### config.mk
export PLATFORM = sky130hd
export DESIGN_NAME = ica_cmd_slave
export DESIGN_NICKNAME = d
export VERILOG_FILES = /design/src/rtl/ica_pkg.sv /design/src/rtl/ica_cmd_slave.sv
export VERILOG_INCLUDE_DIRS = /design/src /design/src/rtl
export SDC_FILE = /design/constraint.sdc
export NUM_CORES = 1
export LEC_CHECK = 0
export ABC_CLOCK_PERIOD_IN_PS = 3700
export BUFFER_PORTS_ARGS = -buffer_cell sky130_fd_sc_hd__buf_4
export CORE_MARGIN = 2
export CORE_UTILIZATION = 36
export CTS_CLUSTER_DIAMETER = 100
export DETAILED_ROUTE_END_ITERATION = 10
export PLACE_DENSITY = 0.59
export SYNTH_ARGS = -nofsm -noshare
export SYNTH_HDL_FRONTEND = slang
export SYNTH_SLANG_ARGS = --single-unit
### constraint.sdc
create_clock -name clk -period 3.7 [get_ports clk]
set_input_delay 0.185 -clock clk [delete_from_list [all_inputs] [get_ports clk]]
set_output_delay 0.185 -clock clk [all_outputs]
set_load 0.03 [all_outputs]
### src/rtl/ica_defs.svh
`ifndef ICA_DEFS_SVH
`define ICA_DEFS_SVH
// system clock period in ns
`define ICA_CLK_NS 100
// power-on command window in ms
`define ICA_WIN_MS 10
`define ICA_WIN_CYC ((`ICA_WIN_MS * 1000000) / `ICA_CLK_NS)
// command reply time in us
`define ICA_RESP_US 100
`define ICA_RESP_CYC ((`ICA_RESP_US * 1000) / `ICA_CLK_NS)
// memory write time in ms
`define ICA_WR_MS 12
`define ICA_WR_CYC ((`ICA_WR_MS * 1000000) / `ICA_CLK_NS)
// slave address after reset, config word offset and reset value
`define ICA_DEF_ADDR 7'h28
`define ICA_CFG_OFS 5'h1C
`define ICA_CFG_RST 16'h0028
// command codes and command pages (top three bits)
`define ICA_CMD_ENTER 8'hA0
`define ICA_CMD_NORMAL 8'h80
`define ICA_CMD_REV 8'hB0
`define ICA_PAGE_RD 3'h0
`define ICA_PAGE_WR 3'h2
// status field codes
`define ICA_ST_CMD 2'h2
`define ICA_ST_STALE 2'h1
// response field codes
`define ICA_RC_BUSY 2'h0
`define ICA_RC_ACK 2'h1
`define ICA_RC_NACK 2'h2
`endif

### src/rtl/ica_pkg.sv
package ica_pkg;
    // operating mode of the module
    typedef enum logic [1:0] {MODE_WINDOW, MODE_CMD, MODE_NORMAL} ica_mode_t;
    // bus-facing byte engine
    typedef enum logic [2:0] {
        BUS_IDLE, BUS_RECV, BUS_ACK, BUS_SEND, BUS_MACK
    } ica_bus_t;
    // one received command message
    typedef struct packed {
        logic [7:0] cmd;
        logic [15:0] data;
    } ica_msg_t;
    // first reply byte: status, diagnostic, response
    typedef struct packed {
        logic [1:0] status;
        logic [3:0] diag;
        logic [1:0] resp;
    } ica_reply_t;
endpackage

### src/rtl/ica_cmd_slave.sv
`timescale 1ns/1ns
`include "ica_defs.svh"
// Behaviour
// entry message only within 10 ms
// message is address, command, two data
// answer at address 0x28 by default
// 0xA0 enters command mode in window
// 0x1C reads, 0x5C writes config word
// master sends zero data on reads
// reply ready within 100 us
// status, diagnostic, response fields in byte
// diagnostic bits: corrected, fatal, parity, config
// memory read reply: status, high, low
// address in bits 6:0, default 0x28
// old address kept while in command mode
// success gives reply byte 0x81
// 0x00-0x1F reads memory word
// 0x40-0x5F writes memory, 12 ms
// 0x80 leaves command mode to normal
// 0xB0 places revision in reply
// fetch uses address with read bit
// master reads, modifies, writes config back
// master re-reads config to confirm
// master retries slower on failed entry; the testbench retries at the same 800 ns bus clock
// fetch returns bytes until master nacks
// first fetched bit set in command mode
// late entry rejected, normal operation continues
module ica_cmd_slave
    import ica_pkg::*;
#(
    parameter int unsigned WIN_CYC = `ICA_WIN_CYC,
    parameter int unsigned WR_CYC = `ICA_WR_CYC,
    // revision value is arbitrary
    parameter logic [7:0] REVISION = 8'h01
) (
    input wire logic clk,
    input wire logic rst,
    input wire logic ce,
    input wire logic scl,
    input wire logic sda_in,
    output logic sda_out,
    output logic sda_oe,
    input wire logic [3:0] diag_in,
    output logic command_mode_flag,
    output logic normal_mode,
    output logic [6:0] slave_addr
);
    localparam int unsigned RESP_CYC = `ICA_RESP_CYC;
    localparam int unsigned MAXC = (WIN_CYC > WR_CYC) ? WIN_CYC : WR_CYC;
    localparam int CW = $clog2(MAXC + 1);

    // pin synchronisers: bit 0 first stage, bit 2 edge history
    logic [2:0] scl_sync_reg;
    logic [2:0] sda_sync_reg;
    // bus engine state
    ica_bus_t bus_reg;
    logic [3:0] bit_cnt_reg;
    logic [7:0] shift_reg;
    logic addr_phase_reg; // still waiting for address byte
    logic read_reg; // transfer is a fetch
    logic [1:0] rx_cnt_reg; // message bytes taken after address
    ica_msg_t msg_reg;
    logic [1:0] tx_idx_reg; // reply byte being sent
    logic mack_ok_reg; // master acked last reply byte
    logic cmd_go_reg; // one-cycle pulse: full message ended
    logic sda_out_reg;
    logic sda_oe_reg;
    // command engine state
    ica_mode_t mode_reg;
    logic [CW-1:0] win_cnt_reg;
    logic [CW-1:0] busy_cnt_reg;
    logic [1:0] resp_reg;
    logic [3:0] diag_reg;
    logic [15:0] rd_data_reg;
    logic wr_pend_reg;
    logic [4:0] wr_addr_reg;
    logic [15:0] wr_data_reg;
    logic [6:0] slave_addr_reg;
    logic command_mode_flag_reg;
    logic normal_mode_reg;
    logic [15:0] mem_reg [32]; // word store, reloaded with defaults on reset

    // decoded conditions
    logic sda_now, scl_rise, scl_fall, bus_start, bus_stop;
    logic idle, win_open, accept, data_zero, rd_page, wr_page, leave_cmd;
    logic [6:0] cfg_addr;
    ica_reply_t reply_c;
    logic [7:0] tx_byte;

    assign sda_now = sda_sync_reg[1];
    assign scl_rise = scl_sync_reg[1] & ~scl_sync_reg[2];
    assign scl_fall = ~scl_sync_reg[1] & scl_sync_reg[2];
    // start and stop: data moves while clock stays high
    assign bus_start = scl_sync_reg[1] & scl_sync_reg[2]
        & ~sda_sync_reg[1] & sda_sync_reg[2];
    assign bus_stop = scl_sync_reg[1] & scl_sync_reg[2]
        & sda_sync_reg[1] & ~sda_sync_reg[2];
    assign idle = busy_cnt_reg == '0;
    assign win_open = win_cnt_reg != '0;
    // messages arriving while a reply is pending are dropped
    assign accept = cmd_go_reg & idle;
    assign data_zero = msg_reg.data == 16'h0000;
    assign rd_page = msg_reg.cmd[7:5] == `ICA_PAGE_RD;
    assign wr_page = msg_reg.cmd[7:5] == `ICA_PAGE_WR;
    // leave command
    assign leave_cmd = accept & mode_reg == MODE_CMD
        & msg_reg.cmd == `ICA_CMD_NORMAL & data_zero;
    // address field
    assign cfg_addr = mem_reg[`ICA_CFG_OFS][6:0];
    assign sda_out = sda_out_reg;
    assign sda_oe = sda_oe_reg;
    assign command_mode_flag = command_mode_flag_reg;
    assign normal_mode = normal_mode_reg;
    assign slave_addr = slave_addr_reg;

    // reply byte from current mode and last outcome
    always_comb begin
        // status fields
        // top bit flags mode
        reply_c.status = (mode_reg == MODE_CMD) ? `ICA_ST_CMD : `ICA_ST_STALE;
        // diagnostic bits
        reply_c.diag = diag_reg;
        reply_c.resp = resp_reg;
    end

    // reply byte order
    always_comb begin
        case (tx_idx_reg)
            2'h0: tx_byte = reply_c;
            2'h1: tx_byte = rd_data_reg[15:8];
            2'h2: tx_byte = rd_data_reg[7:0];
            default: tx_byte = 8'h00; // past the reply: zeros
        endcase
    end

    // two-stage capture of the bus pins
    always_ff @(posedge clk) begin
        if (rst) begin
            scl_sync_reg <= 3'h7;
            sda_sync_reg <= 3'h7;
        end else if (ce) begin
            scl_sync_reg <= {scl_sync_reg[1:0], scl};
            sda_sync_reg <= {sda_sync_reg[1:0], sda_in};
        end
    end

    // bus byte engine: address match, message bytes, reply bytes
    always_ff @(posedge clk) begin
        if (rst) begin
            bus_reg <= BUS_IDLE;
            bit_cnt_reg <= 4'h0;
            shift_reg <= 8'h00;
            addr_phase_reg <= 1'b0;
            read_reg <= 1'b0;
            rx_cnt_reg <= 2'h0;
            msg_reg <= '0;
            tx_idx_reg <= 2'h0;
            mack_ok_reg <= 1'b0;
            cmd_go_reg <= 1'b0;
            sda_out_reg <= 1'b1;
            sda_oe_reg <= 1'b0;
        end else if (ce) begin
            cmd_go_reg <= 1'b0;
            if (bus_start) begin
                // a start always restarts address reception
                bus_reg <= BUS_RECV;
                bit_cnt_reg <= 4'h0;
                addr_phase_reg <= 1'b1;
                rx_cnt_reg <= 2'h0;
                sda_oe_reg <= 1'b0;
            end else if (bus_stop) begin
                bus_reg <= BUS_IDLE;
                sda_oe_reg <= 1'b0;
                // four byte message
                if (!addr_phase_reg && !read_reg && rx_cnt_reg == 2'h3) begin
                    cmd_go_reg <= 1'b1;
                end
            end else begin
                unique case (bus_reg)
                    BUS_IDLE: begin
                        sda_oe_reg <= 1'b0;
                    end
                    BUS_RECV: begin
                        if (scl_rise) begin
                            shift_reg <= {shift_reg[6:0], sda_now};
                            bit_cnt_reg <= bit_cnt_reg + 4'h1;
                        end else if (scl_fall && bit_cnt_reg == 4'h8) begin
                            bit_cnt_reg <= 4'h0;
                            if (addr_phase_reg) begin
                                // address match
                                if (shift_reg[7:1] == slave_addr_reg) begin
                                    addr_phase_reg <= 1'b0;
                                    read_reg <= shift_reg[0];
                                    tx_idx_reg <= 2'h0;
                                    bus_reg <= BUS_ACK;
                                    sda_out_reg <= 1'b0;
                                    sda_oe_reg <= 1'b1;
                                end else begin
                                    bus_reg <= BUS_IDLE;
                                end
                            end else if (rx_cnt_reg != 2'h3) begin
                                case (rx_cnt_reg)
                                    2'h0: msg_reg.cmd <= shift_reg;
                                    2'h1: msg_reg.data[15:8] <= shift_reg;
                                    default: msg_reg.data[7:0] <= shift_reg;
                                endcase
                                rx_cnt_reg <= rx_cnt_reg + 2'h1;
                                bus_reg <= BUS_ACK;
                                sda_out_reg <= 1'b0;
                                sda_oe_reg <= 1'b1;
                            end else begin
                                // a fifth byte is not acknowledged
                                bus_reg <= BUS_IDLE;
                            end
                        end
                    end
                    BUS_ACK: begin
                        if (scl_fall) begin
                            bit_cnt_reg <= 4'h0;
                            if (read_reg) begin
                                // fetch reply
                                shift_reg <= {tx_byte[6:0], 1'b0};
                                sda_out_reg <= tx_byte[7];
                                bus_reg <= BUS_SEND;
                            end else begin
                                sda_oe_reg <= 1'b0;
                                bus_reg <= BUS_RECV;
                            end
                        end
                    end
                    BUS_SEND: begin
                        if (scl_rise) begin
                            bit_cnt_reg <= bit_cnt_reg + 4'h1;
                        end else if (scl_fall) begin
                            if (bit_cnt_reg == 4'h8) begin
                                sda_oe_reg <= 1'b0;
                                bus_reg <= BUS_MACK;
                                if (tx_idx_reg != 2'h3) begin
                                    tx_idx_reg <= tx_idx_reg + 2'h1;
                                end
                            end else begin
                                sda_out_reg <= shift_reg[7];
                                shift_reg <= {shift_reg[6:0], 1'b0};
                            end
                        end
                    end
                    BUS_MACK: begin
                        if (scl_rise) begin
                            mack_ok_reg <= ~sda_now;
                        end else if (scl_fall) begin
                            bit_cnt_reg <= 4'h0;
                            // until master nack
                            if (mack_ok_reg) begin
                                shift_reg <= {tx_byte[6:0], 1'b0};
                                sda_out_reg <= tx_byte[7];
                                sda_oe_reg <= 1'b1;
                                bus_reg <= BUS_SEND;
                            end else begin
                                bus_reg <= BUS_IDLE;
                            end
                        end
                    end
                endcase
            end
        end
    end

    // operating mode and power-on window
    always_ff @(posedge clk) begin
        if (rst) begin
            mode_reg <= MODE_WINDOW;
            win_cnt_reg <= CW'(WIN_CYC);
        end else if (ce) begin
            if (win_open) begin
                win_cnt_reg <= win_cnt_reg - 1'b1;
            end
            unique case (mode_reg)
                MODE_WINDOW: begin
                    // entry window
                    if (accept && win_open
                        && msg_reg.cmd == `ICA_CMD_ENTER) begin
                        mode_reg <= MODE_CMD;
                    end else if (!win_open) begin
                        // window lapsed
                        mode_reg <= MODE_NORMAL;
                    end
                end
                MODE_CMD: begin
                    if (leave_cmd) begin
                        mode_reg <= MODE_NORMAL;
                    end
                end
                MODE_NORMAL: begin
                    mode_reg <= MODE_NORMAL;
                end
            endcase
        end
    end

    // command execution, reply timer and reply contents
    always_ff @(posedge clk) begin
        if (rst) begin
            busy_cnt_reg <= '0;
            resp_reg <= `ICA_RC_ACK;
            diag_reg <= 4'h0;
            rd_data_reg <= 16'h0000;
            wr_pend_reg <= 1'b0;
            wr_addr_reg <= 5'h00;
            wr_data_reg <= 16'h0000;
        end else if (ce) begin
            if (!idle) begin
                // reply timer
                busy_cnt_reg <= busy_cnt_reg - 1'b1;
                if (busy_cnt_reg == CW'(1)) begin
                    // positive response
                    resp_reg <= `ICA_RC_ACK;
                    wr_pend_reg <= 1'b0;
                end
            end else if (cmd_go_reg) begin
                diag_reg <= diag_in;
                if (mode_reg == MODE_WINDOW && win_open
                    && msg_reg.cmd == `ICA_CMD_ENTER) begin
                    // entry reply
                    busy_cnt_reg <= CW'(RESP_CYC - 1);
                    resp_reg <= `ICA_RC_BUSY;
                end else if (mode_reg == MODE_CMD) begin
                    if (msg_reg.cmd == `ICA_CMD_NORMAL && data_zero) begin
                        resp_reg <= `ICA_RC_ACK;
                    end else if (rd_page && data_zero) begin
                        // memory read
                        // config read
                        rd_data_reg <= mem_reg[msg_reg.cmd[4:0]];
                        busy_cnt_reg <= CW'(RESP_CYC - 1);
                        resp_reg <= `ICA_RC_BUSY;
                    end else if (wr_page) begin
                        // memory write
                        wr_addr_reg <= msg_reg.cmd[4:0];
                        wr_data_reg <= msg_reg.data;
                        wr_pend_reg <= 1'b1;
                        busy_cnt_reg <= CW'(WR_CYC - 1);
                        resp_reg <= `ICA_RC_BUSY;
                    end else if (msg_reg.cmd == `ICA_CMD_REV && data_zero) begin
                        // revision reply
                        rd_data_reg <= {8'h00, REVISION};
                        busy_cnt_reg <= CW'(RESP_CYC - 1);
                        resp_reg <= `ICA_RC_BUSY;
                    end else begin
                        // unknown code, or nonzero data with a read, 0x80 or 0xB0
                        resp_reg <= `ICA_RC_NACK;
                    end
                end else if (msg_reg.cmd == `ICA_CMD_ENTER) begin
                    // late entry
                    resp_reg <= `ICA_RC_NACK;
                end
            end
        end
    end

    // word store; the write lands when its timer runs out
    always_ff @(posedge clk) begin
        if (rst) begin
            for (int i = 0; i < 32; i++) begin
                mem_reg[i] <= (i == `ICA_CFG_OFS) ? `ICA_CFG_RST : 16'h0000;
            end
        end else if (ce && wr_pend_reg && busy_cnt_reg == CW'(1)) begin
            mem_reg[wr_addr_reg] <= wr_data_reg;
        end
    end

    // active address: only replaced when command mode ends
    always_ff @(posedge clk) begin
        if (rst) begin
            slave_addr_reg <= `ICA_DEF_ADDR;
        end else if (ce && leave_cmd) begin
            // address takes effect
            slave_addr_reg <= cfg_addr;
        end
    end

    // mode flags for the pins, one cycle behind the mode
    always_ff @(posedge clk) begin
        if (rst) begin
            command_mode_flag_reg <= 1'b0;
            normal_mode_reg <= 1'b0;
        end else if (ce) begin
            command_mode_flag_reg <= mode_reg == MODE_CMD;
            normal_mode_reg <= mode_reg == MODE_NORMAL;
        end
    end
endmodule // ica_cmd_slave

==> flow_summary.json <==
{
  "met3_length_um": 5120,
  "io_pins": 20,
  "crit_path_max_fanout": 16,
  "drive_gt1_share_pct": 18.8,
  "grt_first_pass_wirelength_um": 121000,
  "skew_ns": 0.0316,
  "synth-edff-count": 512,
  "wl_per_cell_um": 23.9,
  "largest_register_ffs": 512,
  "postSynthCellCount": 2237,
  "dp_hpwl_um": 51200,
  "setup_viol": 0,
  "status": "completed",
  "cts_tree": "yes",
  "r2r_slack_ns": 0.31,
  "synthArstFlopShare_pct": 0,
  "grt_max_degree": 81,
  "nNetsFinal": 2286,
  "coreArea_sq_um": 83400,
  "initial_core_util_pct": 36.3,
  "p_per_area_nw_per_um2": 511,
  "place_congestion": 0.867,
  "max-vdd-ir-drop_v": 0.000288,
  "worstSetupStartpointType": "flip-flop",
  "worst_slew_pin_slew_ns": 1.18,
  "first_global_vias": 18339,
  "ys_seq_area_share_pct": 60.7,
  "setup.worst_path.end_class": "flip-flop",
  "max_cap_violations": 0,
  "dr.max_layer_used": "met4",
  "slew-limit-headroom_pct": 21.3,
  "crit_required_ns": 4.19,
  "postRouteAntennaNets": 0,
  "power_mw": 17.6,
  "cts_made_buffers": 74,
  "path_class": "reg -> reg",
  "power_frac_seq_pct": 48.6,
  "p_sw_mw": 4.22,
  "area_growth_pct": 13.9,
  "cts_root_buf": "clkbuf_16",
  "finalNonFillerCells": 3399,
  "tns_ns": 0,
  "insertion_delay_ns": 0.63,
  "cts.sinks": 661,
  "avgViaCountPerCell": 5.43,
  "route.met2.wl_um": 39500,
  "diodes": 0,
  "place_inst": 3251,
  "track_usage_pct": 18.9,
  "cts.htree.levels": 3,
  "drv_slew": 0,
  "initialDrtViolationCount": 1731,
  "yosys_warnings": 0,
  "arrival_ns": 3.88,
  "combinationalPowerShare_pct": 8.5,
  "min_period_ns": 3.39,
  "syn_area_sq_um": 30300,
  "ys_types": 63,
  "vias": 18466,
  "cts_setup_buffers": 0,
  "fp-row-count": 106,
  "syn_nets": 2265,
  "port_buffers": 19,
  "internal-power_mw": 13.4,
  "avgSynthCellArea_sq_um": 13.5,
  "period_share_pct": 91.6,
  "leakage_nw": 11.6,
  "hold_violations": 0,
  "swShare_pct": 24.0,
  "yosys_register_bits": 661,
  "final_cell_mix": "512 x and2_1, 512 x edfxtp_1, 160 x mux4_2",
  "hold_class": "in -> reg",
  "antenna_found_initial": 1,
  "clk_path_buf_depth": 3,
  "die_y_um": 294,
  "dieWidth_um": 294,
  "drtPass1Iterations": 7,
  "rsz0062_at_grt": "no",
  "clockPowerShare_pct": 42.9,
  "clk_pin_slew_worst_paths_ns": 0.06,
  "m1WireLength_um": 34900,
  "drc": 0,
  "dieArea_sq_um": 86400,
  "grt_overflow_total": 0,
  "fmax_mhz": 295,
  "wl_um": 81200,
  "dominantRegCellSynth": "edfxtp_1"
}
==> cell type report <==
cell class                      instances  area, sq um
Multi-Input combinational cell       1352        11000
Inverter                               53          199
Clock inverter                         37          433
Timing Repair Buffer                  116          998
Sequential cell                       661        18400
Tap cell                             1080         1350
Clock buffer                          100         2050
Fill cell                            7512        49000
==> Yosys cell counts (3+ instances only) <==
cell type	count	share of area, %
mux2i_1	47	1.6
ha_1	19	0.79
a21oi_1	56	0.93
buf_2	19	0.31
a221oi_1	4	0.12
o21ai_0	64	1.1
nand4_1	11	0.23
nor3_1	26	0.43
nor2_1	93	1.2
nand2_2	6	0.12
a31oi_1	10	0.21
edfxtp_1	512	51
o31ai_1	6	0.15
inv_1	53	0.66
a211oi_1	22	0.55
o22ai_1	5	0.10
buf_1	17	0.21
nand2_1	90	1.1
dfxtp_1	149	9.9
nor2b_1	6	0.12
o211ai_1	7	0.17
mux4_2	160	12
or2_2	3	0.062
nand2b_1	14	0.29
nand3_1	16	0.26
a311oi_1	6	0.17
nand4b_1	3	0.087
xor2_1	12	0.35
nor3b_1	7	0.17
and3_1	6	0.12
or3_1	10	0.21
nor4_1	18	0.37
a22oi_1	16	0.40
nor2_2	26	0.54
nor4b_1	7	0.20
a21o_1	5	0.12
a222oi_1	8	0.26
and2_1	512	11
clkbuf_1	135	1.7
xnor2_1	11	0.32
or4_1	8	0.20
==> layer usage <==
layer,vias up,global-route usage (%)
met5,-,0
met4,0,4.44
met3,111,3.10
met2,616,31.1
met1,9497,26.1
li1,8242,-
==> worst max-delay path, cell delays in order (launching register included) <==
cell and delay (ns):
dfxtp_1 0.36, or4_1 0.61, or4_1 0.69, nor3_4 0.37, nand3_2 0.35, nor2_2 0.65
and2_1 0.22
==> kinds of logic (layout without fill, tap and decap cells) <==
logic type,count (synthesis),in the layout,share of synthesized area (%)
mux,207,207,13.5
compound gates,230,230,4.87
xor+xnor,23,23,0.666
flops,661,661,60.7
fa+ha+maj,19,19,0.786
buf+inv,224,306,2.86
simple gates,873,873,16.7
==> worst paths after layout <==
kind | startpoint | to | cells past startpoint
worst min register to register | scl_sync_reg[0]$_SDFFE_PP1P_ | scl_sync_reg[0]$_SDFFE_PP1P_ | 2
worst max-delay path | busy_cnt_reg[6]$_SDFFE_PP0P_ | mem_reg[15][2]$_SDFFCE_PN0P_ | 6
worst min-delay path | ce | sda_sync_reg[1]$_SDFFE_PP1P_ | 4
worst max register to register | busy_cnt_reg[6]$_SDFFE_PP0P_ | mem_reg[15][2]$_SDFFCE_PN0P_ | 6
==> through the flow <==
step | area (sq um) | hold slack, ns | utilization [%] | worst slack [ns]
after floorplan | 30300 | 0.313 | - | 0.106
final | 34400 | 0.206 | 41.3 | 0.309
after detailed placement | 31900 | 0.415 | 38.2 | 0.331
after global routing | 34400 | 0.203 | 41.3 | 0.0335
after global placement | 31900 | 0.404 | 38.2 | 0.412
after CTS | 34400 | 0.176 | 41.3 | 0.317
==> timing repair <==
item,4_1_cts,5_1_grt
gates resized for setup,0,0
hold buffers,11,0
hold endpoints to repair,13,0
==> power by group through the flow <==
stage	sequential, mW	clock, mW	combinational [mW]
3_3_place_gp	8.67	0	1.42
3_5_place_dp	8.70	0	1.47
5_1_grt	8.59	7.96	1.62
2_1_floorplan	8.63	0	1.03
4_1_cts	8.55	7.66	1.48
6_report	8.55	7.55	1.49
(Power assumes the default switching activity.)
